==> src/pkg/ufam_pkg.sv <==
// Constants shared by the serial port with frame check and address match.
// Assumes an 8-bit register space reached through a plain strobe port.
package ufam_pkg;

  // Register offsets on the register port.
  localparam logic [7:0] SCON_OFS  = 8'h98;
  localparam logic [7:0] DATA_OFS  = 8'h99;
  localparam logic [7:0] BAUD_OFS  = 8'h9A;
  localparam logic [7:0] PCTL_OFS  = 8'h87;
  localparam logic [7:0] SLAVE_ADDRESS_REGISTER_OFS = 8'hA9;
  localparam logic [7:0] SMASK_OFS = 8'hB9;

  // Reset values.
  localparam logic [7:0] SCON_RST  = 8'h00;
  localparam logic [7:0] DATA_RST  = 8'h00;
  localparam logic [7:0] BAUD_RST  = 8'h00;
  localparam logic [7:0] PCTL_RST  = 8'h00;
  localparam logic [7:0] SLAVE_ADDRESS_REGISTER_RST = 8'h00;
  localparam logic [7:0] SMASK_RST = 8'h00;

  // Bit positions in the serial control register.
  localparam int SC_MODE0_B = 7;
  localparam int SC_MODE1_B = 6;
  localparam int SC_MPE_B   = 5;
  localparam int SC_REN_B   = 4;
  localparam int SC_TB8_B   = 3;
  localparam int SC_RB8_B   = 2;
  localparam int SC_TI_B    = 1;
  localparam int SC_RI_B    = 0;

  // Bit positions in the power control register.
  localparam int PC_DBL_B  = 7;
  localparam int PC_FSEL_B = 6;

  // Operating modes selected by the two mode bits.
  typedef enum logic [1:0] {
    UFAM_SHIFT = 2'b00,
    UFAM_8VAR  = 2'b01,
    UFAM_9FIX  = 2'b10,
    UFAM_9VAR  = 2'b11
  } ufam_mode_t;

  // Timing counts, in system clocks, sixteenth-bit ticks or bits.
  localparam logic [7:0] M0_DIV      = 8'h05;
  localparam logic [7:0] M0_HALF     = 8'h03;
  localparam logic [7:0] M2_DIV_SLOW = 8'h01;
  localparam logic [7:0] M2_DIV_FAST = 8'h00;
  localparam logic [3:0] MID_SUB     = 4'h7;
  localparam logic [3:0] LAST_SUB    = 4'hF;
  localparam logic [3:0] M0_LAST_BIT = 4'h7;
  localparam logic [3:0] RX8_LAST    = 4'h7;
  localparam logic [3:0] RX9_LAST    = 4'h8;
  localparam logic [3:0] TX8_STOP    = 4'h9;
  localparam logic [3:0] TX9_STOP    = 4'hA;

endpackage : ufam_pkg

==> src/verilog/ufam_core.sv <==
// Serial port with framing-error detection and hardware address recognition.
// Assumes a plain register port and a 40 MHz SYS_CLK standing in for the oscillator.
// Summary of operation
// - A received frame with a low stop bit sets the framing error flag.
// - Control bit 7 reads and writes the framing error flag when framing select is 1, else mode bit zero.
// - The framing error flag survives good frames and clears only by a software write of 0.
// - Address comparison acts only while the multiprocessor enable bit is set.
// - In the 9-bit modes with comparison on, the receive flag rises only for a given or broadcast address.
// - An address frame has its ninth bit at 1; a frame with ninth bit 0 is data, never an address.
// - In mode 1 with comparison on, the receive flag needs a valid stop bit and a given or broadcast address.
// - Outside shift mode the transmit flag sets at the start of the outgoing stop bit.
// - Outside shift mode the receive flag sets during the incoming stop bit, after address qualification.
// - All eight control bits are 0 after reset.
// - Shift mode ignores the multiprocessor enable bit and does no address qualification.
// - The given address matches every bit where the mask is 1 against the slave address.
// - The broadcast address is slave address OR mask, and its zero bits are don't-care.
// - Slave address and mask reset to 0, so every byte matches.
`timescale 1ns/1ps
module ufam_core import ufam_pkg::*; (
  input  wire logic       SYS_CLK,
  input  wire logic       RST_N,
  input  wire logic [7:0] ADDR,
  input  wire logic [7:0] WDATA,
  input  wire logic       WR,
  input  wire logic       RD,
  output logic [7:0]      RDATA,
  output logic            TXD,
  input  wire logic       RXD_IN,
  output logic            RXD_OUT,
  output logic            RXD_OE
);

  typedef enum logic [4:0] {
    RX_IDLE   = 5'b00001,
    RX_START  = 5'b00010,
    RX_DATA   = 5'b00100,
    RX_STOP   = 5'b01000,
    RX_SHIFT0 = 5'b10000
  } ufam_rx_t;

  typedef enum logic [2:0] {
    TX_IDLE   = 3'b001,
    TX_BITS   = 3'b010,
    TX_SHIFT0 = 3'b100
  } ufam_tx_t;

  // Control and configuration registers.
  logic       sm0_r, sm1_r, mpe_r, ren_r, tb8_r, rb8_r, ti_r, ri_r, fe_r;
  logic       sm0_nxt, fe_nxt, ti_nxt, ri_nxt, rb8_nxt;
  logic       dbl_r, fsel_r;
  logic [7:0] slave_address_register_r, smask_r, baud_r, rxbuf_r, rdata_r;
  logic [7:0] rxbuf_nxt, rdata_nxt;

  // Receiver and transmitter state.
  ufam_rx_t   rx_st_r, rx_st_nxt;
  ufam_tx_t   tx_st_r, tx_st_nxt;
  logic [3:0] rx_sub_r, rx_sub_nxt, rx_cnt_r, rx_cnt_nxt;
  logic [3:0] tx_sub_r, tx_sub_nxt, tx_cnt_r, tx_cnt_nxt;
  logic [8:0] rx_sh_r, rx_sh_nxt;
  logic [10:0] tx_sh_r, tx_sh_nxt;
  logic       rxd_prev_r, txd_r, txd_nxt, rxo_r, rxoe_r;

  // Synchronised receive pin and tick sources.
  wire        rxd_s;
  wire        tick16;
  wire        tick_m0;
  wire [7:0]  m0_cnt;
  wire [7:0]  div16;

  ufam_sync #(.IDLE(1'b1)) u_rxd_sync (
    .clk   (SYS_CLK),
    .rst_n (RST_N),
    .d     (RXD_IN),
    .q     (rxd_s)
  );

  wire ufam_mode_t mode  = ufam_mode_t'({sm0_r, sm1_r});
  wire        is_shift   = (mode == UFAM_SHIFT);
  wire        is_nine    = sm0_r;
  assign div16 = (mode == UFAM_9FIX) ? (dbl_r ? M2_DIV_FAST : M2_DIV_SLOW) : baud_r;

  ufam_tick #(.W(8)) u_tick16 (
    .clk   (SYS_CLK),
    .rst_n (RST_N),
    .clr   (1'b0),
    .div   (div16),
    .tick  (tick16),
    .cnt   ()
  );

  // The shift-mode divider restarts at each transfer so the first bit is full length.
  wire m0_clr = (tx_st_r == TX_IDLE && rx_st_r == RX_IDLE) || tx_st_nxt == TX_IDLE && rx_st_nxt == RX_IDLE;

  ufam_tick #(.W(8)) u_tick_m0 (
    .clk   (SYS_CLK),
    .rst_n (RST_N),
    .clr   (m0_clr),
    .div   (M0_DIV),
    .tick  (tick_m0),
    .cnt   (m0_cnt)
  );

  // Register port decode.
  wire hit_scon  = (ADDR == SCON_OFS);
  wire hit_data  = (ADDR == DATA_OFS);
  wire hit_baud  = (ADDR == BAUD_OFS);
  wire hit_pctl  = (ADDR == PCTL_OFS);
  wire hit_slave_address_register = (ADDR == SLAVE_ADDRESS_REGISTER_OFS);
  wire hit_smask = (ADDR == SMASK_OFS);
  wire wr_scon   = WR && hit_scon;
  wire wr_data   = WR && hit_data;

  // bit 7 shows the flag or the mode bit, per framing select.
  wire [7:0] scon_rd = {fsel_r ? fe_r : sm0_r, sm1_r, mpe_r, ren_r, tb8_r, rb8_r, ti_r, ri_r};

  // Read data register; unmapped addresses read as zero.
  assign rdata_nxt = !RD      ? 8'h00 :
                     hit_scon  ? scon_rd :
                     hit_data  ? rxbuf_r :
                     hit_baud  ? baud_r :
                     hit_pctl  ? {dbl_r, fsel_r, 6'h00} :
                     hit_slave_address_register ? slave_address_register_r :
                     hit_smask ? smask_r : 8'h00;

  // given address: masked bits must equal the slave address.
  // broadcast: every one of address OR mask must be 1 in the byte.
  wire [7:0] rx_byte = is_nine ? rx_sh_r[7:0] : rx_sh_r[8:1];
  wire [7:0] bcast   = slave_address_register_r | smask_r;
  wire       given_m = (((rx_byte ^ slave_address_register_r) & smask_r) == 8'h00);
  wire       bcast_m = (((~rx_byte) & bcast) == 8'h00);
  wire       addr_m  = given_m || bcast_m;

  // Stop-bit evaluation point in the UART modes.
  wire rx_end  = (rx_st_r == RX_STOP) && tick16 && (rx_sub_r == LAST_SUB);
  wire stop_ok = rxd_s;
  wire ninth   = rx_sh_r[8];

  // in 9-bit modes only a ninth bit of 1 can pass as an address.
  wire qual    = !mpe_r ? 1'b1 : (is_nine ? (ninth && addr_m) : (stop_ok && addr_m));
  wire ri_uart = rx_end && !ri_r && qual;

  // shift mode finishes with no qualification at all.
  wire rx0_end = (rx_st_r == RX_SHIFT0) && tick_m0 && (rx_cnt_r == M0_LAST_BIT);
  wire ri_set  = ri_uart || rx0_end;

  wire fe_set  = rx_end && !stop_ok;

  // flag at the edge that starts the stop bit.
  wire tx_shift = (tx_st_r == TX_BITS) && tick16 && (tx_sub_r == LAST_SUB);
  wire [3:0] tx_stop_ix = is_nine ? TX9_STOP : TX8_STOP;
  wire ti_uart = tx_shift && ((tx_cnt_r + 4'h1) == tx_stop_ix);
  wire tx0_end = (tx_st_r == TX_SHIFT0) && tick_m0 && (tx_cnt_r == M0_LAST_BIT);
  wire ti_set  = ti_uart || tx0_end;

  // Flag next values: a hardware set wins over a software clear.
  always_comb begin
    // mode bit zero writable only with framing select at 0.
    sm0_nxt = (wr_scon && !fsel_r) ? WDATA[SC_MODE0_B] : sm0_r;
    // flag clears only by a written 0 while it is visible.
    fe_nxt  = fe_set || (fe_r && !(wr_scon && fsel_r && !WDATA[SC_MODE0_B]));
    // flags hold until software writes them.
    ti_nxt  = ti_set || (wr_scon ? WDATA[SC_TI_B] : ti_r);
    ri_nxt  = ri_set || (wr_scon ? WDATA[SC_RI_B] : ri_r);
    // received ninth bit, or stop bit in mode 1.
    rb8_nxt   = ri_uart ? (is_nine ? ninth : stop_ok) : (wr_scon ? WDATA[SC_RB8_B] : rb8_r);
    rxbuf_nxt = ri_set ? (rx0_end ? {rxd_s, rx_sh_r[8:2]} : rx_byte) : rxbuf_r;
  end

  // Receiver sequencing.
  always_comb begin
    rx_st_nxt  = rx_st_r;
    rx_sub_nxt = rx_sub_r;
    rx_cnt_nxt = rx_cnt_r;
    rx_sh_nxt  = rx_sh_r;
    unique case (rx_st_r)
      RX_IDLE: begin
        rx_sub_nxt = 4'h0;
        rx_cnt_nxt = 4'h0;
        if (ren_r && is_shift && !ri_r && tx_st_r == TX_IDLE) begin
          rx_st_nxt = RX_SHIFT0;
        end else if (ren_r && !is_shift && rxd_prev_r && !rxd_s) begin
          rx_st_nxt = RX_START;
        end
      end
      RX_START: begin
        if (tick16) begin
          rx_sub_nxt = rx_sub_r + 4'h1;
          // A start bit gone high at mid-bit is a glitch.
          if (rx_sub_r == MID_SUB) begin
            rx_sub_nxt = 4'h0;
            rx_st_nxt  = rxd_s ? RX_IDLE : RX_DATA;
          end
        end
      end
      RX_DATA: begin
        if (tick16) begin
          rx_sub_nxt = rx_sub_r + 4'h1;
          if (rx_sub_r == LAST_SUB) begin
            rx_sh_nxt  = {rxd_s, rx_sh_r[8:1]};
            rx_cnt_nxt = rx_cnt_r + 4'h1;
            // stop bit follows 8 or 9 data bits.
            if (rx_cnt_r == (is_nine ? RX9_LAST : RX8_LAST)) rx_st_nxt = RX_STOP;
          end
        end
      end
      RX_STOP: begin
        if (tick16) begin
          rx_sub_nxt = rx_sub_r + 4'h1;
          if (rx_sub_r == LAST_SUB) rx_st_nxt = RX_IDLE;
        end
      end
      RX_SHIFT0: begin
        if (tick_m0) begin
          rx_sh_nxt  = {rxd_s, rx_sh_r[8:1]};
          rx_cnt_nxt = rx_cnt_r + 4'h1;
          if (rx_cnt_r == M0_LAST_BIT) rx_st_nxt = RX_IDLE;
        end
      end
      default: rx_st_nxt = RX_IDLE;
    endcase
  end

  // Transmitter sequencing; a data write while busy is dropped.
  always_comb begin
    tx_st_nxt  = tx_st_r;
    tx_sub_nxt = tx_sub_r;
    tx_cnt_nxt = tx_cnt_r;
    tx_sh_nxt  = tx_sh_r;
    unique case (tx_st_r)
      TX_IDLE: begin
        tx_sub_nxt = 4'h0;
        tx_cnt_nxt = 4'h0;
        if (wr_data && is_shift && rx_st_r == RX_IDLE) begin
          tx_st_nxt = TX_SHIFT0;
          tx_sh_nxt = {3'h7, WDATA};
        end else if (wr_data && !is_shift) begin
          tx_st_nxt = TX_BITS;
          // ninth bit sits between data and stop.
          tx_sh_nxt = is_nine ? {1'b1, tb8_r, WDATA, 1'b0} : {2'h3, WDATA, 1'b0};
        end
      end
      TX_BITS: begin
        if (tick16) begin
          tx_sub_nxt = tx_sub_r + 4'h1;
          if (tx_sub_r == LAST_SUB) begin
            tx_sh_nxt  = {1'b1, tx_sh_r[10:1]};
            tx_cnt_nxt = tx_cnt_r + 4'h1;
            if (tx_cnt_r == tx_stop_ix) tx_st_nxt = TX_IDLE;
          end
        end
      end
      TX_SHIFT0: begin
        if (tick_m0) begin
          tx_sh_nxt  = {1'b1, tx_sh_r[10:1]};
          tx_cnt_nxt = tx_cnt_r + 4'h1;
          if (tx_cnt_r == M0_LAST_BIT) tx_st_nxt = TX_IDLE;
        end
      end
      default: tx_st_nxt = TX_IDLE;
    endcase
  end

  // Shift mode drives a clock low for the first half of each bit on TXD.
  wire shift_busy = (tx_st_r == TX_SHIFT0) || (rx_st_r == RX_SHIFT0);
  assign txd_nxt  = shift_busy ? (m0_cnt >= M0_HALF) : ((tx_st_r == TX_BITS) ? tx_sh_r[0] : 1'b1);

  // reset values of all software registers.
  always_ff @(posedge SYS_CLK or negedge RST_N) begin
    if (!RST_N) begin
      {sm0_r, sm1_r, mpe_r, ren_r, tb8_r, rb8_r, ti_r, ri_r} <= SCON_RST;
      fe_r    <= 1'b0;
      {dbl_r, fsel_r} <= PCTL_RST[7:6];
      slave_address_register_r <= SLAVE_ADDRESS_REGISTER_RST;
      smask_r <= SMASK_RST;
      baud_r  <= BAUD_RST;
      rxbuf_r <= DATA_RST;
      rdata_r <= 8'h00;
    end else begin
      sm0_r   <= sm0_nxt;
      fe_r    <= fe_nxt;
      ti_r    <= ti_nxt;
      ri_r    <= ri_nxt;
      rb8_r   <= rb8_nxt;
      rxbuf_r <= rxbuf_nxt;
      rdata_r <= rdata_nxt;
      if (wr_scon) begin
        sm1_r <= WDATA[SC_MODE1_B];
        mpe_r <= WDATA[SC_MPE_B];
        ren_r <= WDATA[SC_REN_B];
        tb8_r <= WDATA[SC_TB8_B];
      end
      if (WR && hit_pctl) {dbl_r, fsel_r} <= WDATA[PC_DBL_B:PC_FSEL_B];
      if (WR && hit_slave_address_register) slave_address_register_r <= WDATA;
      if (WR && hit_smask) smask_r <= WDATA;
      if (WR && hit_baud) baud_r <= WDATA;
    end
  end

  // Shift engines and pin registers.
  always_ff @(posedge SYS_CLK or negedge RST_N) begin
    if (!RST_N) begin
      rx_st_r    <= RX_IDLE;
      tx_st_r    <= TX_IDLE;
      {rx_sub_r, rx_cnt_r, tx_sub_r, tx_cnt_r} <= 16'h0000;
      rx_sh_r    <= 9'h000;
      tx_sh_r    <= 11'h7FF;
      rxd_prev_r <= 1'b1;
      txd_r      <= 1'b1;
      rxo_r      <= 1'b1;
      rxoe_r     <= 1'b0;
    end else begin
      rx_st_r    <= rx_st_nxt;
      tx_st_r    <= tx_st_nxt;
      {rx_sub_r, rx_cnt_r, tx_sub_r, tx_cnt_r} <= {rx_sub_nxt, rx_cnt_nxt, tx_sub_nxt, tx_cnt_nxt};
      rx_sh_r    <= rx_sh_nxt;
      tx_sh_r    <= tx_sh_nxt;
      rxd_prev_r <= rxd_s;
      txd_r      <= txd_nxt;
      rxo_r      <= (tx_st_r == TX_SHIFT0) ? tx_sh_r[0] : 1'b1;
      rxoe_r     <= (tx_st_r == TX_SHIFT0);
    end
  end

  assign RDATA   = rdata_r;
  assign TXD     = txd_r;
  assign RXD_OUT = rxo_r;
  assign RXD_OE  = rxoe_r;

endmodule : ufam_core

==> src/verilog/ufam_sync.sv <==
// Two-flop synchroniser for a level arriving from a pin.
// Assumes the level is held far longer than two clocks.
`timescale 1ns/1ps
module ufam_sync import ufam_pkg::*; #(
  parameter logic IDLE = 1'b1
) (
  input  wire logic clk,
  input  wire logic rst_n,
  input  wire logic d,
  output logic      q
);

  logic s1_r;
  logic s2_r;

  // Only the second stage is visible outside.
  always_ff @(posedge clk or negedge rst_n) begin
    if (!rst_n) begin
      s1_r <= IDLE;
      s2_r <= IDLE;
    end else begin
      s1_r <= d;
      s2_r <= s1_r;
    end
  end

  assign q = s2_r;

endmodule : ufam_sync

==> src/verilog/ufam_tick.sv <==
// Free-running tick divider: one tick every DIV+1 clocks.
// Assumes DIV is static while a frame is in flight.
`timescale 1ns/1ps
module ufam_tick import ufam_pkg::*; #(
  parameter int W = 8
) (
  input  wire logic         clk,
  input  wire logic         rst_n,
  input  wire logic         clr,
  input  wire logic [W-1:0] div,
  output logic              tick,
  output logic [W-1:0]      cnt
);

  initial begin
    if (W < 4) $error("ufam_tick: W must be at least 4");
  end

  logic [W-1:0] cnt_r;
  logic [W-1:0] cnt_nxt;

  // Compare with >= so a shrinking divisor never strands the counter.
  assign tick    = (cnt_r >= div);
  assign cnt_nxt = (clr || tick) ? '0 : cnt_r + W'(1);
  assign cnt     = cnt_r;

  // Counter register.
  always_ff @(posedge clk or negedge rst_n) begin
    if (!rst_n) cnt_r <= '0;
    else        cnt_r <= cnt_nxt;
  end

endmodule : ufam_tick
==> config.mk <==
export PLATFORM = sky130hd
export DESIGN_NAME = ufam_core
export DESIGN_NICKNAME = d
export VERILOG_FILES = /design/src/pkg/ufam_pkg.sv /design/src/verilog/ufam_core.sv /design/src/verilog/ufam_sync.sv /design/src/verilog/ufam_tick.sv
export SDC_FILE = /design/constraint.sdc
export NUM_CORES = 1
export LEC_CHECK = 0
export BUFFER_PORTS_ARGS = -buffer_cell sky130_fd_sc_hd__clkbuf_2
export CAP_MARGIN = 40
export CELL_PAD_IN_SITES_DETAIL_PLACEMENT = 1
export CELL_PAD_IN_SITES_GLOBAL_PLACEMENT = 1
export CORE_UTILIZATION = 49
export CTS_BUF_LIST = sky130_fd_sc_hd__clkbuf_4 sky130_fd_sc_hd__clkbuf_8 sky130_fd_sc_hd__clkbuf_16
export CTS_CLUSTER_DIAMETER = 150
export DETAILED_ROUTE_END_ITERATION = 12
export GPL_ROUTABILITY_DRIVEN = 0
export PLACE_DENSITY = 0.77
export SLEW_MARGIN = 30
export SYNTH_ARGS = -nofsm -noshare
export SYNTH_HDL_FRONTEND = slang
export SYNTH_SLANG_ARGS = --single-unit
==> constraint.sdc <==
create_clock -name SYS_CLK -period 3.6 [get_ports SYS_CLK]
set_clock_uncertainty 0.1 [all_clocks]
set_input_delay 0.36 -clock SYS_CLK [delete_from_list [all_inputs] [get_ports SYS_CLK]]
set_output_delay 0.36 -clock SYS_CLK [all_outputs]
set_load 0.05 [all_outputs]
==> reports/metrics.yaml, run 1 <==
run_status:
  status: "finished, final reports clean"
critical_path:
  worstSetupPathType: "reg -> reg"
  startpoint_type: "flip-flop"
  cp.required_ps: 3800
  end_kind: "flip-flop"
  critPathMaxFanout: 20
  r2r_slack_ps: 530
  r2r_end: "rxbuf_r[7]$_DFFE_PN0P_"
  rr_startpoint: "is_nine$_DFFE_PN0P_"
  critPathArrivalTime_ps: 3280
  reg2reg_depth: 9
final_layout:
  nFillCells: 1316
  multi_input_area_um2: 3120
  final_area_um2: 7170
  n_antenna_cell: 0
  drive_gt1_share_pct: 26.6
  nets: 670
  regArea_um2: 2920
  syn_to_final_growth_pct: 16.7
pwr:
  power_frac_comb_pct: 12.2
  intPower_mw: 2.56
  clockPowerShare_pct: 46.7
  p_per_area_nw_per_um2: 485
  irDropWorstVdd_mv: 0.331
  p_sw_mw: 0.912
  p_leak_nw: 3.23
  switching_share_pct: 26.2
  p_seq_share_pct: 41.1
global_routing:
  grt_pass1_vias: 5219
  grt_pass1_wl_um: 27900
  grtUsageTotal_pct: 28.7
  grt_max_degree: 61
  overflow: 0
  antenna_found_initial: 0
floorplan:
  core_um2: 12100
  ioPinCount: 32
  rows: 40
  start_util_pct: 50.7
  die_w_um: 114
  die_area_um2: 13000
  dieHeight_um: 114
yosys:
  netlist_instances: 581
  ys_seq_area_share_pct: 47.6
  async_flop_share_pct: 100
  synth-main-ff-cell: "dfrtp_1"
  ys_seq_elements: 116
  syn_area_per_cell_um2: 10.6
  synth_top_area_cell: "dfrtp_1"
  syn-cell-area_um2: 6150
  ys_top_cells_by_area: "dfrtp_1, mux2_2, dfstp_2, mux2i_1, nand2_1"
  synth_top_area_share_pct: 40.3
  synthTopCellsByCount: "dfrtp_1, nand2_1, mux2_2"
  synth_warnings: 0
  yosysMostFrequentCell: "dfrtp_1"
  yosysUniqueCellTypes: 65
  synth_edf_count: 0
drt:
  top_layer_used: "met4"
  wl_met2_um: 8430
  drtPass1Iterations: 4
  vias_per_cell: 5.91
  routedWlPerCell_um: 20.9
  drc: 0
  vias: 4812
  dr_wl_met3_um: 704
  routed_wl_um: 17100
  wl_met1_um: 7470
  antenna_left: 0
  first_iter_violations: 269
place:
  placed_area_um2: 6550
  hpwl_um: 11900
  io_buffers: 31
clock_network:
  htreeDepth: 4
  clk_latency_ps: 430
  cts_tree: "done"
  clock_tree.buffer_depth: 2
  cts.sinks: 116
  clockRootBuffer: "clkbuf_16"
  cts_resized: 0
  cts_buffers: 17
  clkTransAtPathRegs_ps: 50
job:
  maxCapViolCount: 0
timing:
  hold_viol: 0
  min_period_over_period_pct: 85.4
  setup_viol: 0
  slew_headroom_pct: 50.9
  fmax_mhz: 325
  timing.setup.tns_ps: 0
  min_period_ps: 3070
  worstMarginPinSlew_ps: 730
  finalMaxSlewViolations: 0
  rsz0062_at_grt: "false"
min_path:
  hold_start: "ADDR[1]"
  hp-class: "in -> reg"
  min_path_cells: 2
  hold_path_end: "RDATA[7]$_DFF_PN0_"
final cells by class:
cell class	count	area share (%)
sequential	116	40.8
timing repair buffer	47	4.29
inverter	10	0.523
clock buffer	27	7.24
multi-input combinational	441	43.5
clock inverter	5	0.698
tap	168	2.93
cells in the final DEF, fill, tap and decap left out, drive strengths merged, types with 3 or more instances in the layout:
cell	instances
and2	3
or3	7
o22ai	5
nand2	66
xor2	19
a22oi	11
mux2i	25
clkbuf	57
nor3	12
conb	4
nand4	4
a21oi	17
mux2	60
clkinv	4
nand2b	8
dfstp	17
nor2	41
nor2b	3
nor4	4
buf	15
nor3b	6
nand3	25
inv	10
dfrtp	99
o21ai	48
o211ai	6
o31ai	4
nand3b	7
a21boi	7
ha	16
and3	4
how the worst max path moves through the flow:
stage	to	slack, ps	startpoint
floorplan	rx_sh_r[3]$_DFFE_PN0P_	360	is_nine$_DFFE_PN0P_
global placement	rxbuf_r[2]$_DFFE_PN0P_	620	is_nine$_DFFE_PN0P_
detailed placement	rxbuf_r[7]$_DFFE_PN0P_	490	is_nine$_DFFE_PN0P_
CTS	rxbuf_r[7]$_DFFE_PN0P_	460	is_nine$_DFFE_PN0P_
global route	rxbuf_r[7]$_DFFE_PN0P_	340	sm1_r$_DFFE_PN0P_
finish	rxbuf_r[7]$_DFFE_PN0P_	530	is_nine$_DFFE_PN0P_
sequential cells by signal, summed over array words and instances, names as in the netlist, 8 cells and up:
signal	flops
slave_address_register_r	8
smask_r	8
u_tick16.cnt	8
rx_sh_r	9
rxbuf_r	8
RDATA	8
u_tick_m0.cnt	8
baud_r	8
tx_sh_r	10
cell families (layout without fill, tap and decap cells):
kind of cell,after synthesis,after routing,synth area share [%]
multiplexers,85,85,15.4
AND/OR/NAND/NOR,196,196,15.8
XOR/XNOR,21,21,2.99
adder cells (fa/ha/maj),16,16,3.26
AO/OA/AOI/OAI,119,119,13.0
buffers and inverters,27,89,1.93
flip-flops,116,116,47.6
other,1,4,0.0610
worst max-delay path: stages (launching register included):
cell	delay [ps]
dfrtp_1	350
buf_4	310
mux2_2	420
xor2_1	160
a22oi_1	170
nand4_1	210
a2111oi_4	620
buf_4	270
mux2i_1	240
o21ai_1	90
power by group through the flow:
| stage | registers, mW | logic (mW) | clock network [mW] |
|---|---|---|---|
| detailed placement | 1.45 | 0.416 | 0 |
| CTS | 1.43 | 0.424 | 1.65 |
| floorplan | 1.43 | 0.253 | 0 |
| global placement | 1.44 | 0.404 | 0 |
| finish | 1.43 | 0.424 | 1.62 |
| global route | 1.44 | 0.472 | 1.70 |
per-stage QoR:
stage                     utilization [%]  worst slack, ps  hold WS [ps]  power (mW)  instances
final                                59.2              526           169        3.48        814
after floorplan                         -              356         -35.6        1.68        584
after detailed placement             54.1              486           248        1.86        778
after CTS                            59.0              456           147        3.50        812
after global routing                 59.2              343           169        3.61        814
after global placement               54.1              622           247        1.85        778
layer usage:
metal  GRT usage, %  vias to the layer above
met3           6.64                       41
met4           12.0                        0
met5              0                        -
met1           35.9                     2434
met2           47.8                      128
li1               -                     2209
timing repair:
action                    in CTS  in global routing
setup buffers                  0                  0
hold buffers                   2                  0
hold endpoints to repair      51                  0
Note: power is estimated with default switching activity, not from simulation.
==> run 2: changes to the inputs <==
CORE_ASPECT_RATIO = 0.7   (was not set)
==> run 2 against run 1 <==
Against the previous run: design area about the same; setup slack lost 130 ps; die area hardly changed; combinational power increased by 1%; critical path depth up 3; non-clock buffer count up 1; count of clock-buffer cells in the layout decreased by 9; cell count decreased by 1.2%; worst hold slack worse by 12 ps.
==> reports/metrics.yaml, run 2 (synthesis gave the netlist of run 1 again) <==
run_status:
  status: "finished, final reports clean"
floorplan:
  core_um2: 12000
  die_area_um2: 13000
  die_w_um: 136
  start_util_pct: 51.3
  dieHeight_um: 95.7
  ioPinCount: 32
  rows: 33
timing:
  rsz0062_at_grt: "false"
  finalMaxSlewViolations: 0
  setup_ws_ps: 400
  min_period_ps: 3200
  fmax_mhz: 313
  setup_viol: 0
  worstMarginPinSlew_ps: 812
  timing.setup.tns_ps: 0
  hold_viol: 0
  slew_headroom_pct: 45.8
  min_period_over_period_pct: 88.9
drt:
  routedWlPerCell_um: 22.0
  routed_wl_um: 17700
  vias: 4928
  antenna_left: 0
  vias_per_cell: 6.13
  drtPass1Iterations: 5
  drc: 0
  first_iter_violations: 223
critical_path:
  end_kind: "flip-flop"
  startpoint: "sm1_r$_DFFE_PN0P_"
  cp.required_ps: 3800
  critPathMaxFanout: 11
  rr_startpoint: "sm1_r$_DFFE_PN0P_"
  worstSetupPathType: "reg -> reg"
  startpoint_type: "flip-flop"
  critPathArrivalTime_ps: 3390
pwr:
  switching_share_pct: 29.4
  irDropWorstVdd_mv: 0.356
  clockPowerShare_pct: 47.5
  power_frac_comb_pct: 12.1
  p_sw_mw: 1.04
  intPower_mw: 2.49
  p_seq_share_pct: 40.4
  p_leak_nw: 3.24
  p_per_area_nw_per_um2: 493
final_layout:
  final_cell_mix: "dfrtp_1, nand2_1, mux2_2, o21ai_0, nor2_1"
  nFillCells: 1308
  regArea_um2: 2920
  nets: 671
  layout_commonest_cell: "dfrtp_1"
  largest_register_ffs: 10
  final_area_um2: 7180
  largestRegisters: "tx_sh_r x10, rx_sh_r x9"
  drive_gt1_share_pct: 26.6
  n_antenna_cell: 0
  multi_input_area_um2: 3120
  syn_to_final_growth_pct: 16.8
  regMostFlops: "tx_sh_r"
global_routing:
  overflow: 0
  grtUsageTotal_pct: 29.5
  grt_max_degree: 47
  antenna_found_initial: 0
  grt_pass1_vias: 5177
  grt_pass1_wl_um: 28400
clock_network:
  htreeDepth: 4
  clockRootBuffer: "clkbuf_16"
  cts.sinks: 116
  clock_tree.buffer_depth: 2
  cts_buffers: 17
  clkTransAtPathRegs_ps: 60
  cts_tree: "done"
  clk_latency_ps: 420
place:
  hpwl_um: 12300
  dp_slack_ps: 479
  io_buffers: 31
  placed_area_um2: 6560
job:
  maxCapViolCount: 0
min_path:
  hp-class: "in -> reg"
  hold_start: "ADDR[1]"
run 2: power groups by stage:
| stage | Sequential, mW | Clock, mW | Combinational, mW |
|---|---|---|---|
| after floorplan | 1.43 | 0 | 0.253 |
| after global placement | 1.44 | 0 | 0.396 |
| after detailed placement | 1.45 | 0 | 0.414 |
| after CTS | 1.43 | 1.70 | 0.424 |
| after global routing | 1.43 | 1.74 | 0.465 |
| final | 1.43 | 1.68 | 0.429 |
run 2: critical path, stage by stage, from the launching register on:
cell and delay, ps:
dfrtp_1 410, nand2b_1 290, nand2_1 120, o21ai_0 90, ha_1 300, nand2b_1 140
a21oi_1 150, o21ai_0 130, a21oi_1 470, buf_4 290, a2111oi_4 50, buf_4 200
or3_1 340
run 2: metal layers:
layer	track usage (%)	part of all wire (%)	routed length, um	up-vias
li1	-	-	-	2222
met5	0	0	0	-
met4	11.0	2.0	350	0
met2	46.9	46	8210	121
met1	40.6	48	8440	2547
met3	5.00	4.0	716	38
run 2: layout make-up:
class	count	share of cell area, %
Clock inverter	14	2.01
Timing Repair Buffer	48	4.36
Inverter	10	0.523
Multi-Input combinational cell	441	43.5
Tap cell	157	2.74
Sequential cell	116	40.7
Clock buffer	18	6.12
run 2: what timing repair did:
| item | in CTS | in global routing |
|---|---|---|
| hold buffers | 2 | 0 |
| resized for setup | 0 | 0 |
| buffers inserted | 0 | 0 |
| endpoints found under the hold margin | 21 | 0 |
run 2: worst paths after layout:
path / slack, ps / endpoint / depth (start not counted)
worst min register to register: 260 / u_rxd_sync.q$_DFF_PN1_ / 0
worst max-delay path: 400 / ri_r$_DFF_PN0_ / 12
worst min-delay path: 160 / RDATA[7]$_DFF_PN0_ / 2
max in group asynchronous: 2080 / fsel_r$_DFFE_PN0P_ / 4
worst max register to register: 400 / ri_r$_DFF_PN0_ / 12
min in group asynchronous: 330 / baud_r[3]$_DFFE_PN0P_ / 2
run 2: stage by stage:
stage	cells	power (mW)	hold WS, ps	utilization (%)
after global routing	804	3.64	169	59.9
after floorplan	584	1.68	-35.6	-
final	804	3.54	158	59.9
after CTS	803	3.55	151	59.8
after detailed placement	769	1.86	233	54.8
after global placement	766	1.84	247	54.5
==> run 3: changes to the inputs <==
--- a/config.mk
+++ b/config.mk
@@ -16,3 +16,3 @@
 export DETAILED_ROUTE_END_ITERATION = 12
-export GPL_ROUTABILITY_DRIVEN = 0
+export GPL_ROUTABILITY_DRIVEN = 1
 export PLACE_DENSITY = 0.77
==> constraint.sdc (replaced) <==
create_clock -name SYS_CLK -period 3.6 [get_ports SYS_CLK]
set_clock_uncertainty 0.1 [all_clocks]
set_input_delay 1.08 -clock SYS_CLK [delete_from_list [all_inputs] [get_ports SYS_CLK]]
set_output_delay 1.08 -clock SYS_CLK [all_outputs]
set_load 0.05 [all_outputs]
==> run 3 against run 2 <==
Against the previous run: sequential cell count stayed put; cell count is 0.25% lower; global-route usage is 0.84 points higher; maximum frequency is 1.1% lower; via count is 0.16% lower; non-clock buffer count is 2 lower; highest routed layer unchanged; design area hardly changed.
==> reports/metrics.yaml, run 3 (synthesis gave the netlist of run 1 again) <==
pwr:
  p_per_area_nw_per_um2: 505
  irDropWorstVdd_mv: 0.343
  p_leak_nw: 3.21
floorplan:
  rows: 33
  ioPinCount: 32
  core_um2: 12000
  die_area_um2: 13000
  dieHeight_um: 95.7
  start_util_pct: 51.3
  die_w_um: 136
critical_path:
  crit_top_cell: "o21ai_0"
  startpoint_type: "flip-flop"
  startpoint: "sm1_r$_DFFE_PN0P_"
  critPathMaxFanout: 11
  worst-path-buf-inv: 1
  cp.required_ps: 3840
  cp.depth: 12
  reg2reg_depth: 12
  slowest_stage: "dfrtp_1"
  crit_family: "simple AND/OR/NAND/NOR gates"
  worstSetupPathType: "reg -> reg"
  slowest_delay_ps: 410
  end_kind: "flip-flop"
  crit_chain: "nand2b_1 -> nand2_1 -> o21ai_0 -> ha_1 -> nand2b_1 -> a21oi_1 -> o21ai_0 -> a21oi_1 -> buf_4 -> o21ai_0 -> nand3_2 -> mux2_2"
  rr_startpoint: "sm1_r$_DFFE_PN0P_"
  critPathArrivalTime_ps: 3480
final_layout:
  regMostFlops: "tx_sh_r"
  nets: 669
  layout_commonest_cell: "dfrtp_1"
  n_antenna_cell: 0
  largest_register_ffs: 10
  largestRegisters: "tx_sh_r x10, rx_sh_r x9"
  post-route-util_pct: 59.9
  drive_gt1_share_pct: 26.8
  nFillCells: 1284
  final_cell_mix: "dfrtp_1, nand2_1, mux2_2, o21ai_0, nor2_1"
  syn_to_final_growth_pct: 16.7
clock_network:
  clkTransAtPathRegs_ps: 60
  cts_resized: 0
  clockRootBuffer: "clkbuf_16"
  htreeDepth: 4
  cts_buffers: 17
  cts_tree: "done"
  clk_latency_ps: 420
  post_cts_buffers: 0
  cts.sinks: 116
  clock_tree.buffer_depth: 2
  cts_hold_buf: 0
timing:
  hold_viol: 0
  rsz0062_at_grt: "false"
  fmax_mhz: 309
  min_period_over_period_pct: 89.9
  slew_headroom_pct: 50.7
  finalMaxSlewViolations: 0
  min_period_ps: 3240
  timing.setup.tns_ps: 0
  worstMarginPinSlew_ps: 738
  setup_viol: 0
global_routing:
  grt_pass1_vias: 5337
  grt_max_degree: 53
  antenna_found_initial: 1
  overflow: 0
  grtUsageTotal_pct: 30.3
  grt_pass1_wl_um: 29000
drt:
  antenna_left: 0
  drtPass1Iterations: 6
  routed_wl_um: 18400
  routedWlPerCell_um: 22.9
  vias_per_cell: 6.13
  vias: 4920
  drc: 0
  first_iter_violations: 261
place:
  hpwl_um: 12900
  io_buffers: 31
  gp_congestion: 0.910
min_path:
  hold_start: "u_rxd_sync.s1_r$_DFF_PN1_"
  hp-class: "reg -> reg"
  min_path_cells: 0
job:
  maxCapViolCount: 0
run_status:
  status: "finished, final reports clean"
## run 3: cell types whose count changed in the layout (fill, tap and decap cells not counted), moves of 2 or more
cell	before	now
buf_4	13	15
inv_6	5	1
dlygate4sd3_1	2	0
clkinvlp_4	2	6
bufinv_16	1	3
## run 3: through the flow
step	power, mW	setup WS [ps]	cell area (um2)	std cells	hold slack (ps)
global placement	1.84	476	6560	770	246
detailed placement	1.87	382	6560	770	254
CTS	3.63	402	7170	802	263
floorplan	1.68	356	6160	584	245
finish	3.62	365	7170	802	259
global route	3.72	79.5	7170	802	264
## run 3: path summary, 6_finish.rpt
| kind | slack (ps) | endpoint |
|---|---|---|
| max reg2reg | 360 | tx_sh_r[3]$_DFFE_PN1P_ |
| min reg2reg | 260 | u_rxd_sync.q$_DFF_PN1_ |
| min in group asynchronous | 540 | tx_cnt_r[1]$_DFFE_PN0P_ |
| max in group asynchronous | 2040 | tx_sh_r[7]$_DFFE_PN1P_ |
| min | 260 | u_rxd_sync.q$_DFF_PN1_ |
| max | 360 | tx_sh_r[3]$_DFFE_PN1P_ |
## run 3: cell type report
class | instances | area, um2 | share of cell area [%]
Clock inverter | 15 | 184 | 2.56
Inverter | 10 | 37.5 | 0.523
Sequential cell | 116 | 2920 | 40.8
Timing Repair Buffer | 46 | 283 | 3.94
Tap cell | 157 | 196 | 2.74
Clock buffer | 17 | 425 | 5.93
Multi-Input combinational cell | 441 | 3120 | 43.5
## run 3: report_power, final
part	internal (mW)	switching, mW
clock	1.09	0.660
sequential	1.37	0.0655
combinational	0.138	0.298
## run 3: routing by layer
metal	up-vias	routed length [um]	global-route usage, %
met5	-	0	0
met4	0	421	12.5
met2	133	8800	49.0
li1	2214	-	-
met1	2529	8270	40.1
met3	44	872	6.21
